### src/include/sbr_consts.vh
// constants for the bus-reset and gap-count control block
`ifndef SBR_CONSTS_VH
`define SBR_CONSTS_VH
`define SBR_GAP_W 6
`define SBR_GAP_MAX 6'h3f
`define SBR_GAP_RST 6'h3f
`define SBR_RHF_RST 1'b0
`define SBR_RST_CNT_W 2
`define SBR_RST_LIMIT 2'h2
`define SBR_REG1_REQ_BIT 6
`define SBR_REG1_RHF_BIT 7
`define SBR_REG1_GAP_LSB 0
`define SBR_REG1_W 8
`endif
### src/hdl/sbr_gap_ctrl.v
// bus-reset request and gap-count / root-holdoff management for a serial bus phy
// Behaviour
// a write with the bus-reset request bit at one starts a bus reset and the initialization sequence.
// every write of phy register 1 loads root-holdoff and gap count together with the request bit.
// root-holdoff and gap count are loaded from phy-config packets both received and transmitted.
// gap count is forced to 63 after two consecutive bus resets with no gap-count update between.
// a reset requested by the register write keeps the just-written gap count locally.
// the controlling party always follows a sent phy-config packet with a bus reset.
// a follow-up reset by register must rewrite the values of the sent packet, readable back from register 1.
// any other register reset writes gap count 63 and keeps the current root-holdoff value.
// software writes register 1 only when setting the request bit.
// gap count is a six-bit field and a reset counter is cleared by every gap-count load.
`timescale 1ns/1ps
`include "sbr_consts.vh"
module sbr_gap_ctrl #(
	parameter GAP_W = `SBR_GAP_W
) (
	input wire core_clk_i,
	input wire nrst_i,
	input wire reg1_wr_i,
	input wire [`SBR_REG1_W-1:0] reg1_wdata_i,
	input wire cfg_rx_i,
	input wire cfg_tx_i,
	input wire cfg_rhf_i,
	input wire [GAP_W-1:0] cfg_gap_i,
	input wire bus_reset_i,
	output wire [`SBR_REG1_W-1:0] reg1_rdata_o,
	output wire [GAP_W-1:0] gap_count_o,
	output wire root_holdoff_flag_o,
	output reg bus_reset_req_o
);
	reg [GAP_W-1:0] gap_q;
	reg [GAP_W-1:0] gap_d;
	reg rhf_q;
	reg rhf_d;
	reg bus_reset_request_bit_q;
	reg skip_q;
	reg skip_d;
	wire wr_req;
	wire cfg_load;
	wire gap_update;
	wire force_max;
	wire reset_seen;

	assign wr_req = reg1_wr_i && reg1_wdata_i[`SBR_REG1_REQ_BIT];
	assign cfg_load = cfg_rx_i || cfg_tx_i;
	assign gap_update = reg1_wr_i || cfg_load;
	// the reset requested by a register write does not count toward the force
	assign reset_seen = bus_reset_i && !skip_q;

	sbr_reset_cnt u_cnt (
		.core_clk_i(core_clk_i),
		.nrst_i(nrst_i),
		.bus_reset_i(reset_seen),
		.gap_update_i(gap_update),
		.force_o(force_max)
	);

	always @* begin
		gap_d = gap_q;
		rhf_d = rhf_q;
		skip_d = skip_q;
		if (bus_reset_i) begin
			skip_d = 1'b0;
		end
		if (force_max) begin
			gap_d = `SBR_GAP_MAX;
		end
		if (cfg_load) begin
			gap_d = cfg_gap_i;
			rhf_d = cfg_rhf_i;
		end
		if (reg1_wr_i) begin
			gap_d = reg1_wdata_i[`SBR_REG1_GAP_LSB +: GAP_W];
			rhf_d = reg1_wdata_i[`SBR_REG1_RHF_BIT];
			skip_d = wr_req;
		end
	end

	always @(posedge core_clk_i or negedge nrst_i) begin
		if (!nrst_i) begin
			gap_q <= `SBR_GAP_RST;
			rhf_q <= `SBR_RHF_RST;
			skip_q <= 1'b0;
			bus_reset_request_bit_q <= 1'b0;
			bus_reset_req_o <= 1'b0;
		end else begin
			gap_q <= gap_d;
			rhf_q <= rhf_d;
			skip_q <= skip_d;
			bus_reset_request_bit_q <= wr_req;
			bus_reset_req_o <= wr_req;
		end
	end

	// register 1 read back so software can rewrite the loaded values
	assign reg1_rdata_o = {rhf_q, bus_reset_request_bit_q, gap_q};
	assign gap_count_o = gap_q;
	assign root_holdoff_flag_o = rhf_q;
endmodule // sbr_gap_ctrl

### src/hdl/sbr_reset_cnt.v
// consecutive bus reset counter that flags when the gap count must be forced
`timescale 1ns/1ps
`include "sbr_consts.vh"
module sbr_reset_cnt #(
	parameter CNT_W = `SBR_RST_CNT_W,
	parameter [CNT_W-1:0] LIMIT = `SBR_RST_LIMIT
) (
	input wire core_clk_i,
	input wire nrst_i,
	input wire bus_reset_i,
	input wire gap_update_i,
	output wire force_o
);
	reg [CNT_W-1:0] cnt_q;
	reg [CNT_W-1:0] cnt_d;

	// force fires on the reset that reaches the limit
	assign force_o = bus_reset_i && !gap_update_i && (cnt_q == LIMIT - {{(CNT_W-1){1'b0}}, 1'b1});

	always @* begin
		cnt_d = cnt_q;
		if (gap_update_i) begin
			cnt_d = {CNT_W{1'b0}};
		end else if (bus_reset_i && cnt_q != LIMIT) begin
			cnt_d = cnt_q + {{(CNT_W-1){1'b0}}, 1'b1};
		end
	end

	always @(posedge core_clk_i or negedge nrst_i) begin
		if (!nrst_i) begin
			cnt_q <= {CNT_W{1'b0}};
		end else begin
			cnt_q <= cnt_d;
		end
	end
endmodule // sbr_reset_cnt

### config.mk
export PLATFORM = sky130hd
export DESIGN_NAME = sbr_gap_ctrl
export DESIGN_NICKNAME = d
export VERILOG_FILES = /design/src/hdl/sbr_gap_ctrl.v /design/src/hdl/sbr_reset_cnt.v
export VERILOG_INCLUDE_DIRS = /design/src /design/src/include
export SDC_FILE = /design/constraint.sdc
export NUM_CORES = 1
export LEC_CHECK = 0
export BUFFER_PORTS_ARGS = -buffer_cell sky130_fd_sc_hd__buf_2
export CORE_MARGIN = 2
export CORE_UTILIZATION = 48
export CTS_BUF_LIST = sky130_fd_sc_hd__clkbuf_8
export CTS_CLUSTER_SIZE = 28
export DETAILED_ROUTE_END_ITERATION = 8
export PLACE_DENSITY_LB_ADDON = 0.05
export RECOVER_POWER = 25
export SLEW_MARGIN = 15
export SYNTH_ARGS = -nofsm -noshare
export SYNTH_HDL_FRONTEND = slang
export SYNTH_HIERARCHICAL = 1
export SYNTH_SLANG_ARGS = --single-unit
### constraint.sdc
create_clock -name core_clk_i -period 2.4 [get_ports core_clk_i]
set_clock_uncertainty 0.1 [all_clocks]
set_input_delay 0.24 -clock core_clk_i [delete_from_list [all_inputs] [get_ports core_clk_i]]
set_output_delay 0.24 -clock core_clk_i [all_outputs]
set_load 0.02 [all_outputs]
==> flow_summary.toml, run 1 <==
[power_and_ir_drop]
ir_drop_mv = 0.345
power_leakage_nw = 0.456
powerDensity_mw_per_mm2 = 611

[sta]
period_minus_slack_ns = 1.76
fin_crit_sh_pct = 73.1
rsz0062_at_grt = "no"
slew-limit-headroom_pct = 50.4
tightest_slew_ns = 0.744
setup_violations = 0
finalSetupTns_ns = 0
slew_violations = 0
fmax_mhz = 570
hold_viol_final = 0

[place]
place_congestion = 0.737
dp_hpwl_mm = 1.10
port_buffers = 36

[synthesis]
synthTopCellsByArea = "dfstp_2, dfrtp_1, a222oi_1"
ys_types = 22
synthesis.nets = 92
ys_seq_area_share_pct = 42.4
synth_area_um2 = 667
syn-mean-instance-area_um2 = 9.67
ys_warn_count = 6
synth.ff_latch_count = 11
synth.top_cell.area_share_pct = 23.6
synth_top_area_cell = "dfstp_2"
synthCells = 69

[floorplan]
dieArea_mm2 = 0.00170
io_pins = 37
rows = 13
coreArea_mm2 = 0.00130
start_util_pct = 51.3
die_h_um = 41.3
dieWidth_um = 41.3

[detailed_routing]
detail-route-antenna-nets = 0
initialDrtViolationCount = 27
dr_total_vias = 566
drt_pass1_iterations = 4
viasPerCell = 4.96
drc = 0
wl_mm = 1.42
wire_per_inst_um = 12.5

[cells_and_area]
area_growth_pct = 25.5
fin_util_pct = 64.3
diodes = 0
layout_common_cells = "buf_2, inv_1, nor2_1"
drive_above_1_share_pct = 46.5
regArea_um2 = 283
nFillCells = 127
final_nets = 123
mostFrequentLayoutCell = "buf_2"
multi_input_area_um2 = 246

[clock_tree]
tritoncts = "done"
htree_levels = 1
clk_pin_slew_ns = 0.05
numCtsBuffers = 3
clock_path_buffers = 2
cts_setup_buffers = 0
clockRootBuffer = "clkbuf_8"
cts.repair.resized = 0
insertion_delay_ns = 0.23
hold_buffers = 1
clock_sinks = 11

[critical_path]
r2r-end = "u_cnt/cnt_q[1]"
start_kind = "input pin"
arrival_ns = 1.77
reg2reg_setup_slack_ns = 0.82
end_kind = "register"
crit_path_max_incr_delay_ns = 0.53
path_max_fanout = 19
path_cells = "clkbuf_1 -> or3_1 -> nor2_1 -> nor4_4 -> a222oi_1"
r2r_start = "u_cnt/cnt_q[0]"
slowest_stage = "or3_1"
crit_family = "simple AND/OR/NAND/NOR gates"
worst-path-buf-inv = 1
critPathRequiredTime_ns = 2.42
reg2regPathDepth = 4
crit_type = "in -> reg"

[grt]
grt_pass1_vias = 490
grt.overflow.total = 0
antenna_found_initial = 0
grt_use_total_pct = 18.8
grt_max_degree = 20
grt_pass1_wl_mm = 2.04

[hold_path]
hp-start = "reg1_wdata_i[4]"
whs_path_depth = 3
hold_class = "in -> reg"
hold_end = "gap_count_o[4]"

[status]
status = "finished clean"

[job]
maxCapViolCount = 0
[kinds of logic after synthesis]
group | count (synthesis) | synth area share, %
buf+inv | 26 | 20.6
simple gates | 20 | 18.8
compound gates | 9 | 12.8
flops | 11 | 42.4
mux | 1 | 1.69
fa+ha+maj | 2 | 3.75
[cells in the mapped netlist, drive strengths merged]
cell type / number
nor2b: 2
buf: 11
ha: 2
dfrtp: 5
nor4: 1
and2b: 1
nor4b: 1
or4b: 1
dfstp: 6
inv: 15
o31ai: 1
nand2: 1
mux2: 1
or3: 1
nor2: 9
and2: 2
a222oi: 6
or2: 1
a311o: 1
a21o: 1
[metal layers]
| layer | up-vias | global-route usage (%) | part of all wire (%) | routed length (um) |
|---|---|---|---|---|
| met3 | 0 | 3.26 | 7.9 | 113 |
| met1 | 257 | 21.9 | 40 | 576 |
| met4 | 0 | 7.26 | 0 | 0 |
| li1 | 281 | - | - | - |
| met2 | 28 | 33.6 | 52 | 734 |
| met5 | - | 0 | 0 | 0 |
[power by group]
| part | leakage, nW | switching [mW] | internal [mW] |
|---|---|---|---|
| Sequential | 0.129 | 0.00883 | 0.206 |
| Combinational | 0.301 | 0.0687 | 0.0450 |
| Clock | 0.0269 | 0.0697 | 0.112 |
[registers in the layout, summed over array words and instances (netlist names)]
name,flops
gap_count_o,6
root_holdoff_flag_o,1
skip_q,1
bus_reset_request_bit_q,1
u_cnt/cnt_q,2
[worst min-delay path: stages]
cell	delay, ns
buf_2	0.09
inv_1	0.04
a222oi_1	0.08
[cell type report]
class / count / area share (%)
Clock buffer: 3 / 4.93
Inverter: 15 / 6.73
Multi-Input combinational cell: 32 / 29.4
Clock inverter: 1 / 0.448
Sequential cell: 11 / 33.8
Tap cell: 15 / 2.24
Timing Repair Buffer: 37 / 22.4
[stage by stage]
step / cell area, um2 / hold slack (ns) / setup WS, ns / cells / total power [mW]
3_5_place_dp: 785 / 0.0297 / 0.586 / 109 / 0.332
3_3_place_gp: 785 / 0.0219 / 0.648 / 109 / 0.329
5_1_grt: 837 / 0.142 / 0.479 / 114 / 0.544
6_report: 837 / 0.136 / 0.645 / 114 / 0.511
4_1_cts: 840 / 0.137 / 0.828 / 114 / 0.518
2_1_floorplan: 667 / -0.156 / 0.813 / 69 / 0.301
[worst max-delay path by stage]
stage,from,depth (start not counted),slack [ns],to
5_1_grt,reg1_wr_i,5,0.48,gap_count_o[2]
4_1_cts,reg1_wr_i,5,0.83,gap_count_o[1]
3_3_place_gp,reg1_wr_i,5,0.65,gap_count_o[0]
3_5_place_dp,reg1_wr_i,5,0.59,gap_count_o[1]
6_report,reg1_wr_i,5,0.64,gap_count_o[1]
2_1_floorplan,reg1_wr_i,5,0.81,gap_count_o[3]
Power figures use the tool's default switching activity.
==> run 2, diff against run 1 <==
--- a/config.mk
+++ b/config.mk
@@ -8,7 +8,7 @@
 export LEC_CHECK = 0
 export BUFFER_PORTS_ARGS = -buffer_cell sky130_fd_sc_hd__buf_2
 export CORE_MARGIN = 2
-export CORE_UTILIZATION = 48
+export CORE_UTILIZATION = 40
 export CTS_BUF_LIST = sky130_fd_sc_hd__clkbuf_8
 export CTS_CLUSTER_SIZE = 28
 export DETAILED_ROUTE_END_ITERATION = 8
==> constraint.sdc (replaced) <==
create_clock -name core_clk_i -period 1.4 [get_ports core_clk_i]
set_clock_uncertainty 0.1 [all_clocks]
set_input_delay 0.14 -clock core_clk_i [delete_from_list [all_inputs] [get_ports core_clk_i]]
set_output_delay 0.14 -clock core_clk_i [all_outputs]
set_load 0.02 [all_outputs]
==> run 2 against run 1 <==
The run now ends with negative setup slack left. Total power is 75% higher. Combinational power is 91% higher. Worst hold slack worse by 0.10 ns. Worst setup slack worse by 0.76 ns. Register-to-register slack worse by 0.94 ns. First-iteration DRC count is 37% lower. Design area is 18% higher. Highest routed layer is now met4.
==> flow_summary.toml, run 2 (synthesis results as in run 1) <==
[clock_tree]
htree_levels = 1
clockRootBuffer = "clkbuf_8"
insertion_delay_ns = 0.23
clock_path_buffers = 2
clock_sinks = 11
numCtsBuffers = 3
clk_pin_slew_ns = 0.05
tritoncts = "done"

[floorplan]
dieArea_mm2 = 0.00201
io_pins = 37
start_util_pct = 43.3
rows = 14
coreArea_mm2 = 0.00154
dieWidth_um = 44.8
die_h_um = 44.8

[critical_path]
crit_type = "reg -> reg"
critPathRequiredTime_ns = 1.43
crit_family = "buffers and inverters"
start_kind = "register"
slowest_stage = "dfrtp_1"
path_max_fanout = 2
end_kind = "register"
path_cells = "inv_2 -> buf_4 -> buf_4 -> buf_4 -> buf_4 -> buf_4 -> o31ai_1"
crit_top_cell = "buf_4"
arrival_ns = 1.55
worst-path-buf-inv = 6
crit_path_max_incr_delay_ns = 0.41

[cells_and_area]
diodes = 0
finalNonFillerCells = 126
layout_common_cells = "buf_2, inv_1, buf_4"
area_growth_pct = 48.4
postLayoutCellArea_um2 = 990
mostFrequentLayoutCell = "buf_2"
largest_reg_flops = 6
drive_above_1_share_pct = 60.0
final_nets = 134

[place]
port_buffers = 36
dp_hpwl_mm = 1.02
place_congestion = 0.721
dpl_cell_area_um2 = 846
dp_slack_ns = -0.161
dp_cells = 117

[power_and_ir_drop]
powerDensity_mw_per_mm2 = 906
power_mw = 0.897
power_leakage_nw = 0.537
ir_drop_mv = 0.543

[sta]
fmax_mhz = 660
tightest_slew_ns = 0.620
rsz0062_at_grt = "yes"
period_minus_slack_ns = 1.52
hold_viol_final = 0
hold_ws_ns = 0.0353
fin_ws_ns = -0.115
slew-limit-headroom_pct = 58.7
setup_violations = 6
fin_crit_sh_pct = 108
slew_violations = 0

[grt]
grt_max_degree = 19
antenna_found_initial = 0
grt_pass1_wl_mm = 2.24
grt.overflow.total = 0
grt_pass1_vias = 569
grt_use_total_pct = 15.0

[detailed_routing]
wire_per_inst_um = 11.9
detail-route-antenna-nets = 0
initialDrtViolationCount = 17
viasPerCell = 4.83
drt_pass1_iterations = 5
drc = 0
wl_mm = 1.50
dr_total_vias = 608

[status]
status = "complete, but fails checks"
violations = "negative setup slack"

[hold_path]
hold_class = "in -> reg"

[job]
maxCapViolCount = 0
==> run 2: area by class of cell <==
class	instances	area (um2)
fillers	149	552
clock buffers	3	41.3
clock inverters	1	3.75
flip-flops and latches	11	283
repair buffers	48	275
multi-input cells	32	310
well taps	16	20.0
inverters	15	56.3
==> run 2: worst paths after layout <==
path | from | to | slack [ns] | cells after the start
worst min-delay path | reg1_wdata_i[3] | gap_count_o[3] | 0.04 | 3
worst max-delay path | u_cnt/cnt_q[1] | u_cnt/cnt_q[1] | -0.12 | 7
worst max register to register | u_cnt/cnt_q[1] | u_cnt/cnt_q[1] | -0.12 | 7
min in group asynchronous | nrst_i | u_cnt/cnt_q[0] | 0.33 | 2
max in group asynchronous | nrst_i | skip_q | 0.47 | 2
worst min register to register | gap_count_o[4] | gap_count_o[4] | 0.38 | 2
==> run 2: power by group <==
group | switching [mW] | leakage [nW] | internal [mW] | total (mW)
Clock | 0.117 | 0.0269 | 0.192 | 0.309
Combinational | 0.122 | 0.381 | 0.0955 | 0.218
Sequential | 0.0156 | 0.129 | 0.354 | 0.370
Total | 0.255 | 0.537 | 0.642 | 0.897
==> run 2: metal layers <==
metal / up-vias / GRT usage (%) / part of all wire (%)
li1: 305 / - / -
met1: 279 / 20.2 / 42
met2: 22 / 24.1 / 52
met3: 2 / 1.60 / 6.2
met4: 0 / 7.06 / 0.54
met5: - / 0 / 0
==> run 2: through the flow <==
step / TNS (ns) / util (%)
floorplan: 0 / -
global placement: -0.720 / 54.9
detailed placement: -0.853 / 54.9
CTS: -0.0826 / 60.1
global route: -0.715 / 64.2
finish: -0.163 / 64.2
==> run 2: what timing repair did <==
action / CTS / global route
resized for setup: 1 / 13
setup endpoints to repair: 7 / 8
hold buffers: 1 / 0
buffers inserted: 4 / 1
cloned: 0 / 0
pin swaps: 7 / 3
hold endpoints to repair: 11 / 0
==> run 2: worst register-to-register path: stages (launching register included) <==
cell,delay (ns)
dfrtp_1,0.41
inv_2,0.08
buf_4,0.13
buf_4,0.12
buf_4,0.12
buf_4,0.11
buf_4,0.12
o31ai_1,0.24
==> run 3, diff against run 2 <==
--- a/config.mk
+++ b/config.mk
@@ -6,9 +6,10 @@
 export SDC_FILE = /design/constraint.sdc
 export NUM_CORES = 1
 export LEC_CHECK = 0
+export ABC_AREA = 1
 export BUFFER_PORTS_ARGS = -buffer_cell sky130_fd_sc_hd__buf_2
 export CORE_MARGIN = 2
-export CORE_UTILIZATION = 40
+export CORE_UTILIZATION = 42
 export CTS_BUF_LIST = sky130_fd_sc_hd__clkbuf_8
 export CTS_CLUSTER_SIZE = 28
 export DETAILED_ROUTE_END_ITERATION = 8
==> run 3 against run 2 <==
The run now ends clean. Worst hold slack got worse by 0.018 ns. Area after synthesis rose by 9.8%. Global-route usage increased by 2.0 points. Final cell count grew 14%. Wire length fell by 0.54%. Clock power barely moved. Largest power group unchanged.
==> flow_summary.toml, run 3 <==
[detailed_routing]
dr_total_vias = 690
met1Wirelength_um = 690
drt_pass1_iterations = 4
wire_per_inst_um = 10.3
drc = 0
initialDrtViolationCount = 8
wl_mm = 1.49
dr_wl_met3_um = 68
routed.top_layer = "met3"
viasPerCell = 4.79
wl_met2_um = 728
detail-route-antenna-nets = 0

[sta]
finalSetupTns_ns = 0
setup_violations = 0
period_minus_slack_ns = 1.28
fmax_mhz = 782
slew_violations = 0
rsz0062_at_grt = "no"
hold_viol_final = 0
fin_crit_sh_pct = 91.4
slew-limit-headroom_pct = 61.6
tightest_slew_ns = 0.575

[place]
port_buffers = 36
dp_hpwl_mm = 1.23
place_congestion = 0.767
dp_cells = 139
dpl_cell_area_um2 = 877

[grt]
grt_pass1_vias = 597
grt_max_degree = 17
grt_pass1_wl_mm = 2.50
grt.overflow.total = 0
antenna_found_initial = 0
grt_use_total_pct = 17.0

[clock_tree]
numCtsBuffers = 3
clock_sinks = 11
cts_setup_buffers = 0
clockRootBuffer = "clkbuf_8"
clk_pin_slew_ns = 0.05
tritoncts = "done"
clock_path_buffers = 2
htree_levels = 1
insertion_delay_ns = 0.23

[floorplan]
rows = 15
start_util_pct = 43.3
dieWidth_um = 45.7
dieArea_mm2 = 0.00209
die_h_um = 45.7
io_pins = 37
coreArea_mm2 = 0.00169

[cells_and_area]
fin_util_pct = 55.3
mostFrequentLayoutCell = "buf_2"
final_nets = 151
diodes = 0
area_growth_pct = 27.5
largest_reg_flops = 6
postLayoutCellArea_um2 = 933
finalNonFillerCells = 144
layout_common_cells = "buf_2, nand2_1, nand3_1"
nFillCells = 174
drive_above_1_share_pct = 44.9

[synthesis]
synth.most_common_cell = "nand2_1"
syn-mean-instance-area_um2 = 7.87
synth.ff_latch_count = 11
ys_types = 17
synth_common_cells = "nand2_1, nand3_1, buf_4, inv_1, nor2_1"
synth_top_area_cell = "dfstp_2"
synthTopCellsByArea = "dfstp_2, dfrtp_1, nand2_1"
synth.top_cell.area_share_pct = 21.5
async_flop_share_pct = 100
synth_area_um2 = 732
synthesis.nets = 116
ys_warn_count = 6
synth_edf_count = 0
synth_flop_cell = "dfstp_2"
synthCells = 93
ys_seq_area_share_pct = 38.6

[power_and_ir_drop]
powerDensity_mw_per_mm2 = 969
power_leakage_nw = 0.514
power_mw = 0.905
ir_drop_mv = 0.673

[critical_path]
crit_top_cell = "nand2_1"
start_kind = "register"
slowest_stage = "dfrtp_1"
r2r-end = "gap_count_o[0]"
r2r_start = "u_cnt/cnt_q[0]"
crit_type = "reg -> reg"
arrival_ns = 1.34
critPathRequiredTime_ns = 1.47
end_kind = "register"
crit_path_max_incr_delay_ns = 0.40
path_max_fanout = 7
reg2reg_setup_slack_ns = 0.12
reg2regPathDepth = 7
path_cells = "ha_1 -> nand2_1 -> nor2_2 -> inv_2 -> nand3_2 -> nand3_1 -> nand2_1"

[job]
maxCapViolCount = 0

[hold_path]
hp-start = "reg1_wdata_i[6]"
whs_path_depth = 3
hold_end = "bus_reset_request_bit_q"
hold_class = "in -> reg"

[status]
status = "finished clean"
[run 3: how the worst max path moves through the flow]
stage / start / endpoint / slack, ns / depth (start not counted)
finish: u_cnt/cnt_q[0] / gap_count_o[0] / 0.12 / 7
global route: u_cnt/cnt_q[1] / gap_count_o[0] / 0.02 / 8
CTS: u_cnt/cnt_q[0] / gap_count_o[0] / 0.05 / 7
detailed placement: u_cnt/cnt_q[0] / gap_count_o[0] / 0.06 / 7
global placement: u_cnt/cnt_q[0] / gap_count_o[0] / 0.07 / 7
floorplan: u_cnt/cnt_q[0] / gap_count_o[0] / 0.19 / 7
[run 3: cell families after synthesis]
logic type,synth area share [%]
fa+ha+maj,3.42
simple gates,40.7
flops,38.6
buf+inv,17.3
[run 3: through the flow]
step / hold WS [ns] / setup slack (ns)
4_1_cts: 0.0204 / 0.0504
3_5_place_dp: -0.0786 / 0.0568
2_1_floorplan: -0.256 / 0.192
6_report: 0.0178 / 0.121
3_3_place_gp: -0.0792 / 0.0665
5_1_grt: 0.0373 / 0.0178
[run 3: layout make-up]
cell class                 count  area, um2  area share, %
clock buffer                   3       41.3           4.42
clock inverter                 1       5.00          0.536
inverter                      12       47.5           5.09
multi-input combinational     60        328           35.1
sequential                    11        283           30.3
tap                           17       21.3           2.28
timing repair buffer          40        208           22.3
[run 3: critical path, delay by kind of cell (launching register included)]
| family | cells | cell delay [ns] |
|---|---|---|
| simple gates | 5 | 0.41 |
| flops | 1 | 0.40 |
| fa+ha+maj | 1 | 0.20 |
| buf+inv | 1 | 0.11 |
[run 3: metal layers]
metal	GRT usage [%]	vias up
li1	-	357
met1	22.5	314
met2	26.8	19
met3	4.76	0
met4	5.14	0
met5	0	-
[run 3: what timing repair did]
item	4_1_cts	5_1_grt
endpoints found under the hold margin	11	0
hold buffers	1	0
resized for setup	0	3
setup endpoints to repair	0	6
[run 3: report_power, final]
group	switching (mW)	internal, mW
Combinational	0.139	0.0842
Clock	0.113	0.195
Sequential	0.0172	0.357
Total	0.269	0.636
